File: config.mk
export PLATFORM = sky130hd
export DESIGN_NAME = bfsm_top
export DESIGN_NICKNAME = d
export VERILOG_FILES = /design/src/bfsm_pkg.sv /design/src/bfsm_limit_cmp.sv /design/src/bfsm_top.sv
export SDC_FILE = /design/constraint.sdc
export NUM_CORES = 1
export LEC_CHECK = 0
export BUFFER_PORTS_ARGS = -buffer_cell sky130_fd_sc_hd__buf_2
export CAP_MARGIN = 0
export CORE_ASPECT_RATIO = 0.6
export CORE_MARGIN = 4
export CORE_UTILIZATION = 50
export DETAILED_ROUTE_END_ITERATION = 7
export HOLD_SLACK_MARGIN = 0.12
export PLACE_DENSITY = 0.68
export SYNTH_ARGS = -nofsm -noshare
export SYNTH_HDL_FRONTEND = slang
export SYNTH_HIERARCHICAL = 1
export SYNTH_SLANG_ARGS = --single-unit
export TNS_END_PERCENT = 30
File: constraint.sdc
create_clock -name clk -period 4.17 [get_ports clk]
set_input_delay 0.6255 -clock clk [delete_from_list [all_inputs] [get_ports clk]]
set_output_delay 0.6255 -clock clk [all_outputs]
set_load 0.02 [all_outputs]
File: src/bfsm_pkg.sv
/*
   Constants shared by the board fault shutdown monitor: thresholds, link address,
   command codes and timing. Assumes a 100 MHz clock and readings given in
   millivolts and whole degrees Celsius.
*/
// Summary of operation
// Threshold hit removes power, requests host reboot
// Only the nonrecoverable limits trip shutdown
// Default trip: supply below 10.46 volts
// Default trip: junction temperature at 100 C
// Host rewrites limits; new limits used afterwards
// Answers as link target at address 0xce
// Green steady while initialising, blinking when running
// Red steady while fault holds power off
// Exactly one indicator selected at any time
// Fault and power hold-off latched until reset
package bfsm_pkg;
   localparam int          DATA_W          = 16;
   // Limits in millivolts and degrees Celsius
   localparam logic [15:0] VOLT_LIMIT_MV   = 16'h28dc;   // 10460 mV
   localparam logic [15:0] TEMP_LIMIT_C    = 16'h0064;   // 100 C
   // Link target address byte and command codes
   localparam logic [7:0]  TARGET_ADDR     = 8'hce;
   localparam logic [7:0]  CMD_SET_VOLT    = 8'h01;
   localparam logic [7:0]  CMD_SET_TEMP    = 8'h02;
   localparam logic [3:0]  BITS_PER_BYTE   = 4'h8;
   localparam logic [1:0]  IDX_ADDR        = 2'h0;
   localparam logic [1:0]  IDX_CMD         = 2'h1;
   localparam logic [1:0]  IDX_HI          = 2'h2;
   localparam logic [1:0]  IDX_LO          = 2'h3;
   // Timing
   localparam int          CLK_MHZ         = 100;
   localparam int          INIT_TIME_US    = 1000;
   localparam int          BLINK_HALF_MS   = 250;
   localparam int          INIT_CYCLES     = INIT_TIME_US * CLK_MHZ;
   localparam int          BLINK_CYCLES    = BLINK_HALF_MS * 1000 * CLK_MHZ;
   localparam int          CNT_W           = 27;

   typedef enum logic [1:0] {ST_INIT, ST_RUN, ST_FAULT} bfsm_mode_e;
   typedef enum logic [1:0] {LK_IDLE, LK_BYTE, LK_ACK, LK_SKIP} bfsm_link_e;
endpackage

File: src/bfsm_limit_cmp.sv
/*
   One threshold comparator of the shutdown monitor. Assumes the reading and the
   limit are synchronous to clk and the reading is qualified by its strobe.
*/
module bfsm_limit_cmp #(
   parameter bit TRIP_BELOW = 1'b0
) (
   // Clock and reset
   input  wire logic                          clk,
   input  wire logic                          sys_rst,
   input  wire logic                          ce,
   // Reading and limit
   input  wire logic                          sample_valid,
   input  wire logic [bfsm_pkg::DATA_W-1:0]   reading,
   input  wire logic [bfsm_pkg::DATA_W-1:0]   limit,
   // Result
   output logic                               trip
);
   logic trip_r;
   logic trip_nxt;

   // nonrecoverable compare only
   always_comb
   begin
      trip_nxt = 1'b0;
      if (sample_valid)
      begin
         if (TRIP_BELOW)
            trip_nxt = (reading < limit);
         else
            trip_nxt = (reading >= limit);
      end
   end

   always_ff @(posedge clk or posedge sys_rst)
   begin
      if (sys_rst)
         trip_r <= 1'b0;
      else if (ce)
         trip_r <= trip_nxt;
   end

   assign trip = trip_r;
endmodule // bfsm_limit_cmp

File: src/bfsm_top.sv
/*
   Board fault shutdown monitor: watches supply voltage and junction temperature,
   latches a fault that removes board power and asks the host to reboot, drives
   the status LEDs and takes new limits from the host over a two-wire link.
   Assumes link pins are already synchronous to clk and that the host runs the
   link clock far slower than clk.
*/
module bfsm_top #(
   parameter int unsigned INIT_CYCLES  = bfsm_pkg::INIT_CYCLES,
   parameter int unsigned BLINK_CYCLES = bfsm_pkg::BLINK_CYCLES
) (
   // Clock and reset
   input  wire logic                          clk,
   input  wire logic                          sys_rst,
   input  wire logic                          ce,
   // Sensor readings
   input  wire logic                          volt_valid,
   input  wire logic [bfsm_pkg::DATA_W-1:0]   volt_mv,
   input  wire logic                          temp_valid,
   input  wire logic [bfsm_pkg::DATA_W-1:0]   temp_c,
   // Management link
   input  wire logic                          scl,
   input  wire logic                          sda_in,
   output logic                               sda_out,
   output logic                               sda_oe,
   // Board control and indicators
   output logic                               board_pwr_en,
   output logic                               host_reboot_req,
   output logic                               led_green,
   output logic                               led_red
);
   localparam int CNT_W = bfsm_pkg::CNT_W;

   // Link state
   bfsm_pkg::bfsm_link_e                link_r,  link_nxt;
   logic                                scl_d_r, scl_d_nxt;
   logic                                sda_d_r, sda_d_nxt;
   logic [7:0]                          shift_r, shift_nxt;
   logic [3:0]                          bcnt_r,  bcnt_nxt;
   logic [1:0]                          idx_r,   idx_nxt;
   logic [7:0]                          cmd_r,   cmd_nxt;
   logic [7:0]                          hi_r,    hi_nxt;
   logic                                oe_r,    oe_nxt;
   logic [bfsm_pkg::DATA_W-1:0]         vlim_r,  vlim_nxt;
   logic [bfsm_pkg::DATA_W-1:0]         tlim_r,  tlim_nxt;
   logic                                scl_rise, scl_fall, start_c, stop_c;

   // Monitor state
   bfsm_pkg::bfsm_mode_e                mode_r,  mode_nxt;
   logic [bfsm_pkg::CNT_W-1:0]          cnt_r,   cnt_nxt;
   logic                                blink_r, blink_nxt;
   logic                                reboot_r, reboot_nxt;
   logic                                volt_trip, temp_trip;

   assign scl_rise = scl & ~scl_d_r;
   assign scl_fall = ~scl & scl_d_r;
   assign start_c  = scl & scl_d_r & sda_d_r & ~sda_in;
   assign stop_c   = scl & scl_d_r & ~sda_d_r & sda_in;

   always_comb
   begin
      link_nxt  = link_r;
      scl_d_nxt = scl;
      sda_d_nxt = sda_in;
      shift_nxt = shift_r;
      bcnt_nxt  = bcnt_r;
      idx_nxt   = idx_r;
      cmd_nxt   = cmd_r;
      hi_nxt    = hi_r;
      oe_nxt    = oe_r;
      vlim_nxt  = vlim_r;
      tlim_nxt  = tlim_r;
      if (stop_c)
      begin
         link_nxt = bfsm_pkg::LK_IDLE;
         oe_nxt   = 1'b0;
      end
      else if (start_c)
      begin
         link_nxt = bfsm_pkg::LK_BYTE;
         bcnt_nxt = '0;
         idx_nxt  = bfsm_pkg::IDX_ADDR;
         oe_nxt   = 1'b0;
      end
      else
      begin
         unique case (link_r)
            bfsm_pkg::LK_IDLE,
            bfsm_pkg::LK_SKIP:
            begin
               oe_nxt = 1'b0;
            end
            bfsm_pkg::LK_BYTE:
            begin
               if (scl_rise && bcnt_r != bfsm_pkg::BITS_PER_BYTE)
               begin
                  shift_nxt = {shift_r[6:0], sda_in};
                  bcnt_nxt  = bcnt_r + 4'h1;
               end
               else if (scl_fall && bcnt_r == bfsm_pkg::BITS_PER_BYTE)
               begin
                  // Bytes we do not want are left unacknowledged
                  link_nxt = bfsm_pkg::LK_SKIP;
                  unique case (idx_r)
                     // own address only
                     bfsm_pkg::IDX_ADDR:
                     begin
                        if (shift_r == bfsm_pkg::TARGET_ADDR)
                        begin
                           link_nxt = bfsm_pkg::LK_ACK;
                           oe_nxt   = 1'b1;
                        end
                     end
                     bfsm_pkg::IDX_CMD:
                     begin
                        if (shift_r == bfsm_pkg::CMD_SET_VOLT || shift_r == bfsm_pkg::CMD_SET_TEMP)
                        begin
                           cmd_nxt  = shift_r;
                           link_nxt = bfsm_pkg::LK_ACK;
                           oe_nxt   = 1'b1;
                        end
                     end
                     bfsm_pkg::IDX_HI:
                     begin
                        hi_nxt   = shift_r;
                        link_nxt = bfsm_pkg::LK_ACK;
                        oe_nxt   = 1'b1;
                     end
                     bfsm_pkg::IDX_LO:
                     begin
                        link_nxt = bfsm_pkg::LK_ACK;
                        oe_nxt   = 1'b1;
                        // new limit replaces default
                        if (cmd_r == bfsm_pkg::CMD_SET_VOLT)
                           vlim_nxt = {hi_r, shift_r};
                        else
                           tlim_nxt = {hi_r, shift_r};
                     end
                  endcase
               end
            end
            bfsm_pkg::LK_ACK:
            begin
               if (scl_fall)
               begin
                  oe_nxt   = 1'b0;
                  bcnt_nxt = '0;
                  // A fifth byte in one frame is not taken
                  if (idx_r == bfsm_pkg::IDX_LO)
                     link_nxt = bfsm_pkg::LK_SKIP;
                  else
                  begin
                     link_nxt = bfsm_pkg::LK_BYTE;
                     idx_nxt  = idx_r + 2'h1;
                  end
               end
            end
         endcase
      end
   end

   always_ff @(posedge clk or posedge sys_rst)
   begin
      if (sys_rst)
      begin
         link_r  <= bfsm_pkg::LK_IDLE;
         scl_d_r <= 1'b1;
         sda_d_r <= 1'b1;
         shift_r <= '0;
         bcnt_r  <= '0;
         idx_r   <= '0;
         cmd_r   <= '0;
         hi_r    <= '0;
         oe_r    <= 1'b0;
         // default supply limit
         vlim_r  <= bfsm_pkg::VOLT_LIMIT_MV;
         // default temperature limit
         tlim_r  <= bfsm_pkg::TEMP_LIMIT_C;
      end
      else if (ce)
      begin
         link_r  <= link_nxt;
         scl_d_r <= scl_d_nxt;
         sda_d_r <= sda_d_nxt;
         shift_r <= shift_nxt;
         bcnt_r  <= bcnt_nxt;
         idx_r   <= idx_nxt;
         cmd_r   <= cmd_nxt;
         hi_r    <= hi_nxt;
         oe_r    <= oe_nxt;
         vlim_r  <= vlim_nxt;
         tlim_r  <= tlim_nxt;
      end
   end

   // Open-drain: only ever pull low
   assign sda_out = 1'b0;
   assign sda_oe  = oe_r;

   // supply trips below limit
   bfsm_limit_cmp #(.TRIP_BELOW(1'b1)) u_volt_cmp (
      .clk          (clk),
      .sys_rst      (sys_rst),
      .ce           (ce),
      .sample_valid (volt_valid),
      .reading      (volt_mv),
      .limit        (vlim_r),
      .trip         (volt_trip)
   );

   // temperature trips at limit
   bfsm_limit_cmp #(.TRIP_BELOW(1'b0)) u_temp_cmp (
      .clk          (clk),
      .sys_rst      (sys_rst),
      .ce           (ce),
      .sample_valid (temp_valid),
      .reading      (temp_c),
      .limit        (tlim_r),
      .trip         (temp_trip)
   );

   always_comb
   begin
      mode_nxt   = mode_r;
      cnt_nxt    = cnt_r;
      blink_nxt  = blink_r;
      reboot_nxt = 1'b0;
      unique case (mode_r)
         bfsm_pkg::ST_INIT:
         begin
            // steady during initialisation
            blink_nxt = 1'b1;
            if (cnt_r == CNT_W'(INIT_CYCLES - 1))
            begin
               mode_nxt = bfsm_pkg::ST_RUN;
               cnt_nxt  = '0;
            end
            else
               cnt_nxt = cnt_r + 1'b1;
         end
         bfsm_pkg::ST_RUN:
         begin
            // blink while running
            if (cnt_r == CNT_W'(BLINK_CYCLES - 1))
            begin
               cnt_nxt   = '0;
               blink_nxt = ~blink_r;
            end
            else
               cnt_nxt = cnt_r + 1'b1;
         end
         bfsm_pkg::ST_FAULT:
         begin
            // no way out but reset
            blink_nxt = 1'b0;
         end
         default:
         begin
            mode_nxt = bfsm_pkg::ST_FAULT;
         end
      endcase
      // trip in any live state
      if (mode_r != bfsm_pkg::ST_FAULT && (volt_trip || temp_trip))
      begin
         mode_nxt   = bfsm_pkg::ST_FAULT;
         reboot_nxt = 1'b1;
      end
   end

   always_ff @(posedge clk or posedge sys_rst)
   begin
      if (sys_rst)
      begin
         mode_r   <= bfsm_pkg::ST_INIT;
         cnt_r    <= '0;
         blink_r  <= 1'b1;
         reboot_r <= 1'b0;
      end
      else if (ce)
      begin
         mode_r   <= mode_nxt;
         cnt_r    <= cnt_nxt;
         blink_r  <= blink_nxt;
         reboot_r <= reboot_nxt;
      end
   end

   // power removed on fault
   assign board_pwr_en    = (mode_r != bfsm_pkg::ST_FAULT);
   assign host_reboot_req = reboot_r;
   // red steady in fault
   assign led_red         = (mode_r == bfsm_pkg::ST_FAULT);
   // green never with red
   assign led_green       = blink_r & (mode_r != bfsm_pkg::ST_FAULT);
endmodule // bfsm_top

**After elaboration in Yosys (flattened, before gate mapping)**

Cells that the tools add are included.
Widths: inputs -> output; s select.

- Bits in writable memories: 0
- Register bits after elaboration: 100
- Bits of input ports: 39
- Memories kept: 0
- Memory bits (read-only): 0
- Bits in latches: 0

- Equality and inequality tests: 28
- Divide/modulo/power cells: 0
- Muxes and demuxes: 38
- Bitwise logic cells: 17
- Multiply operators: 0
- Shift-type cells: 0
- $lt $le $gt $ge: 2
- $add $sub $neg: 3
- Reductions and logical operators: 29

Operators with widths:

| operator | count |
|---|---|
| $mux 27 | 2 |
| $pmux 27 s2 | 1 |
| $add 27x1->27 const B | 1 |
| $eq 27x17->1 const B | 1 |
| $eq 27x25->1 const B | 1 |
| $mux 2 | 12 |
| $reduce_and 8->1 | 3 |
| $reduce_and 5->1 | 4 |
| $eq 8x1->1 const B | 2 |
| $ge 16x16->1 | 1 |
| $lt 16x16->1 | 1 |
| $ne 4x4->1 const B | 4 |
| $mux 1 | 13 |
| $mux 4 | 3 |
| $eq 2x2->1 const B | 5 |
| $ne 5x5->1 const B | 2 |
| $ne 3x3->1 const B | 3 |
| $not 1->1 | 9 |
| $pmux 1 s3 | 3 |
| $and 1x1->1 | 8 |
| $eq 8x2->1 const B | 1 |
| $eq 8x8->1 const B | 1 |
| $pmux 2 s2 | 2 |
| $pmux 4 s2 | 1 |
| 18 further kinds | 33 |

**Longest topological paths before layout**

- Depth in word-level cells: 9
- Mapped depth: 9

**Modules after synthesis**

The synthesis kept the hierarchy.

Modules (own cells, without submodules):

| module | area an instance (um^2) | times used | sequential area each (um^2) | cells an instance |
|---|---|---|---|---|
| bfsm_top | 4643.2 | 1 | 2468.6 | 401 |
| bfsm_limit_cmp at u_temp_cmp | 454.2 | 1 | 25.0 | 60 |
| bfsm_limit_cmp at u_volt_cmp | 431.7 | 1 | 25.0 | 60 |

**Worst setup path after synthesis**

No wires, ideal clock.

- Path kind: input port to flip-flop
- Start point: input port ce
- End point: register vlim_r[0] (netlist name)
- Setup slack: 2040 ps
- Cell stages on the path: 7
- Setup time: 125 ps
- Data required time: 4045 ps
- Path buffers: 2
- Arrival time: 2005 ps
- Cell sequence: buf_2 nand2_1 nor3_2 nand2_1 nor2_2 buf_2 mux2_2

- Longest elaborated chain between the ends: 1

RTL lines:

| what | line | text |
|---|---|---|
| start, declared | bfsm_top.sv:15 | `input wire logic ce,` |
| $reduce_and 8->1 (no source line) | n/a |  |
| end signal, assigned | bfsm_top.sv:176 | `vlim_r <= bfsm_pkg::VOLT_LIMIT_MV;` |
| end signal, assigned | bfsm_top.sv:191 | `vlim_r <= vlim_nxt;` |
| end, declared | bfsm_top.sv:44 | `logic [bfsm_pkg::DATA_W-1:0] vlim_r, vlim_nxt;` |

Every way passes these cells.
A chain may end at the register's enable or synchronous reset.

**Worst setup path after layout**

- Start point: register mode_r[1]
- End point: register cnt_r[23] (netlist name)

- Longest elaborated chain between the ends: 3

RTL lines:

| what | line | text |
|---|---|---|
| start, declared | bfsm_top.sv:49 | `bfsm_pkg::bfsm_mode_e mode_r, mode_nxt;` |
| start signal, assigned | bfsm_top.sv:274 | `mode_r <= bfsm_pkg::ST_INIT;` |
| start signal, assigned | bfsm_top.sv:281 | `mode_r <= mode_nxt;` |
| $eq 2x1->1 or $logic_not 2->1 (tied branches) | bfsm_top.sv:228 | `unique case (mode_r)` |
| $reduce_bool 2->1 (no source line) | n/a |  |
| $reduce_and 2->1 (no source line) | n/a |  |
| end signal, assigned | bfsm_top.sv:282 | `cnt_r <= cnt_nxt;` |
| end, declared | bfsm_top.sv:50 | `logic [bfsm_pkg::CNT_W-1:0] cnt_r, cnt_nxt;` |

Parallel ways exist; a longest one is shown, timed or not.

==> run metrics <==
commonest register cell after synthesis=dfrtp_1; effective utilization at floorplan=0.518; unrepaired setup endpoints after global routing=false; die height=89.5 um; Post-synth top cells=dfrtp_1 (87), mux2_2 (53), inv_1 (49), ha_1 (45), nor2_1 (39); Levels on crit path=7; CTS Sinks=100; WP buf/inv=1; Antenna Nets Post-Route=0; CP arrival=2750 ps; fmax=398 MHz; total wire length=11.2 mm; Power Density=373 nW/um^2; top-count cell post-synth=dfrtp_1; Post-Syn Nets=605; # IOs=45; critical path's top delay family=simple AND/OR/NAND/NOR gates; CP required=4410 ps; Slew HR=0.428; antenna violations before repair=1; Layout Nets=650; worst skew pair latency=350 ps; Synth Area per Inst=10.6 sq um; status=complete, no violations; Netlist cell types=65; Yosys top cell area share=0.394; number of enable flip-flop cells after synthesis=0; Yosys reg bits=100; vias in the first global route=3795; area leader, netlist=dfrtp_1; Util after Layout=0.580; Synth Warn #=6; async set or reset register ratio after synthesis=1.00; CORE AREA=10700 sq um; setup TNS=0 ps; Post-Synthesis Cells=521; Total GRT Usage=0.193; worst hold slack=135 ps; Worst Hold Class=in -> async; H-tree levels=3; CP peak stage delay=590 ps; PortBufs=43; synthesized area=5530 sq um; worst-path fanout max=11; cell leakage power=2.89 nW; dominant cells by area after synthesis=dfrtp_1 (39%), mux2_2 (11%), ha_1 (10%); Crit Path Category=reg -> reg; maxcap violations=0; CP endpoint kind=flop; Max VDD drop=0.226 mV; vias per inst=5.53; clock root cell=clkbuf_16; clock-pin slew of the registers on the worst-case setup and hold paths=70 ps; Tot Pwr=2.31 mW; RePlAce Congestion=0.887; Die ar.=12900 sq um; Post-CTS Setup Repair Bufs=0; sequential share of the synthesized area=0.456; global-route wire length before repair=19.3 mm; CTS tree=built; ratio of final minimum period to clock period=0.602; drt initial violations=275; Area Growth Syn to Fin=11.9%; Bufs on Longest Clock Path=2; DR WL/cell=15.8 um; Die Wd=144 um; critical path's slowest cell=or3_1; largest net degree at the start of global routing=51; DRT Pass-1 Iters=5; post-cts resize count=0; R2R depth=7; max-slew violation count=0; Ant. Diodes=0; CTS buffer count=9; Via Count=3924; total gr overflow=0; worst path cell trace=inv_1, ha_1, o21ai_1, or3_1, nor3_2, nand4_1, xnor2_1; DRC=0; hpwl dp=8.54 mm; CP Launch Type=flop; Clock Skews=9.49 ps; layout cells sized above 1=0.245; num rows=29; Least-Margin Pin Slew=852 ps; Final min period=2510 ps; cts hold-fix bufs=0; Finish-stage setup viols=0; Fin. Hold Viols=0
[cell usage in the layout (no fill, tap or decap), types with 3 or more instances in the layout]
cell type	n
dfrtp_1	87
mux2_2	53
inv_1	48
ha_1	45
buf_2	43
nor2_1	39
nand2_1	37
o21ai_0	20
nand4_1	17
nand3_1	16
a21oi_1	14
xnor2_1	13
dfstp_2	13
xor2_1	12
clkbuf_16	9
and2_1	8
and4_1	6
and3_1	5
o21ai_1	4
nor4_1	4
nor3_1	4
nand3b_1	4
nor2b_1	4
or4_1	3
nor4b_1	3
nand2b_1	3
[cell type report]
type	count	area, sq um
Inverter	49	185
Multi-Input combinational cell	362	2770
Sequential cell	100	2520
Tap cell	139	174
Timing Repair Buffer	44	235
Clock buffer	12	246
Fill cell	879	4480
Clock inverter	4	55.1
[path summary, 6_finish.rpt]
path	start	slack, ps	end
max	mode_r[1]	1660	cnt_r[23]
min	sys_rst	140	u_temp_cmp/trip
max reg2reg	mode_r[1]	1660	cnt_r[23]
min reg2reg	cnt_r[26]	480	cnt_r[26]
max in group asynchronous	sys_rst	2940	vlim_r[11]
min in group clk	cnt_r[26]	480	cnt_r[26]
[registers in the layout, summed over array words and instances (netlist names)]
register	flops
tlim_r	16
shift_r	8
cmd_r	8
sda_d_r	1
host_reboot_req	1
blink_r	1
idx_r	2
cnt_r	27
sda_oe	1
vlim_r	16
u_volt_cmp/trip	1
u_temp_cmp/trip	1
link_r	2
hi_r	8
scl_d_r	1
mode_r	2
bcnt_r	4
[stage by stage]
step / setup slack, ps / instances / instance area (sq um)
floorplan: 1000 / 521 / 5530
global placement: 1590 / 694 / 5890
detailed placement: 1500 / 694 / 5890
CTS: 1650 / 710 / 6190
global route: 1460 / 710 / 6190
finish: 1660 / 710 / 6190
[report_power, final]
part,total [mW],switching [mW],leakage [nW],internal [mW]
clock,0.853,0.367,0.144,0.487
sequential,1.10,0.0771,1.33,1.02
combinational,0.356,0.196,1.42,0.160
[cell families after synthesis]
family / after synthesis / synth area share
other: 1 / 0.000678
multiplexers: 55 / 0.112
XOR/XNOR: 25 / 0.0396
AO/OA/AOI/OAI: 63 / 0.0733
buffers and inverters: 59 / 0.0430
adder cells (fa/ha/maj): 45 / 0.102
flip-flops: 100 / 0.456
AND/OR/NAND/NOR: 173 / 0.174
[metal layers]
layer / share of wire / track usage
met1: 0.53 / 0.300
met2: 0.40 / 0.270
met3: 0.059 / 0.0529
met4: 0.0073 / 0.0342
met5: 0.0012 / 0
Power figures use the tool's default switching activity.
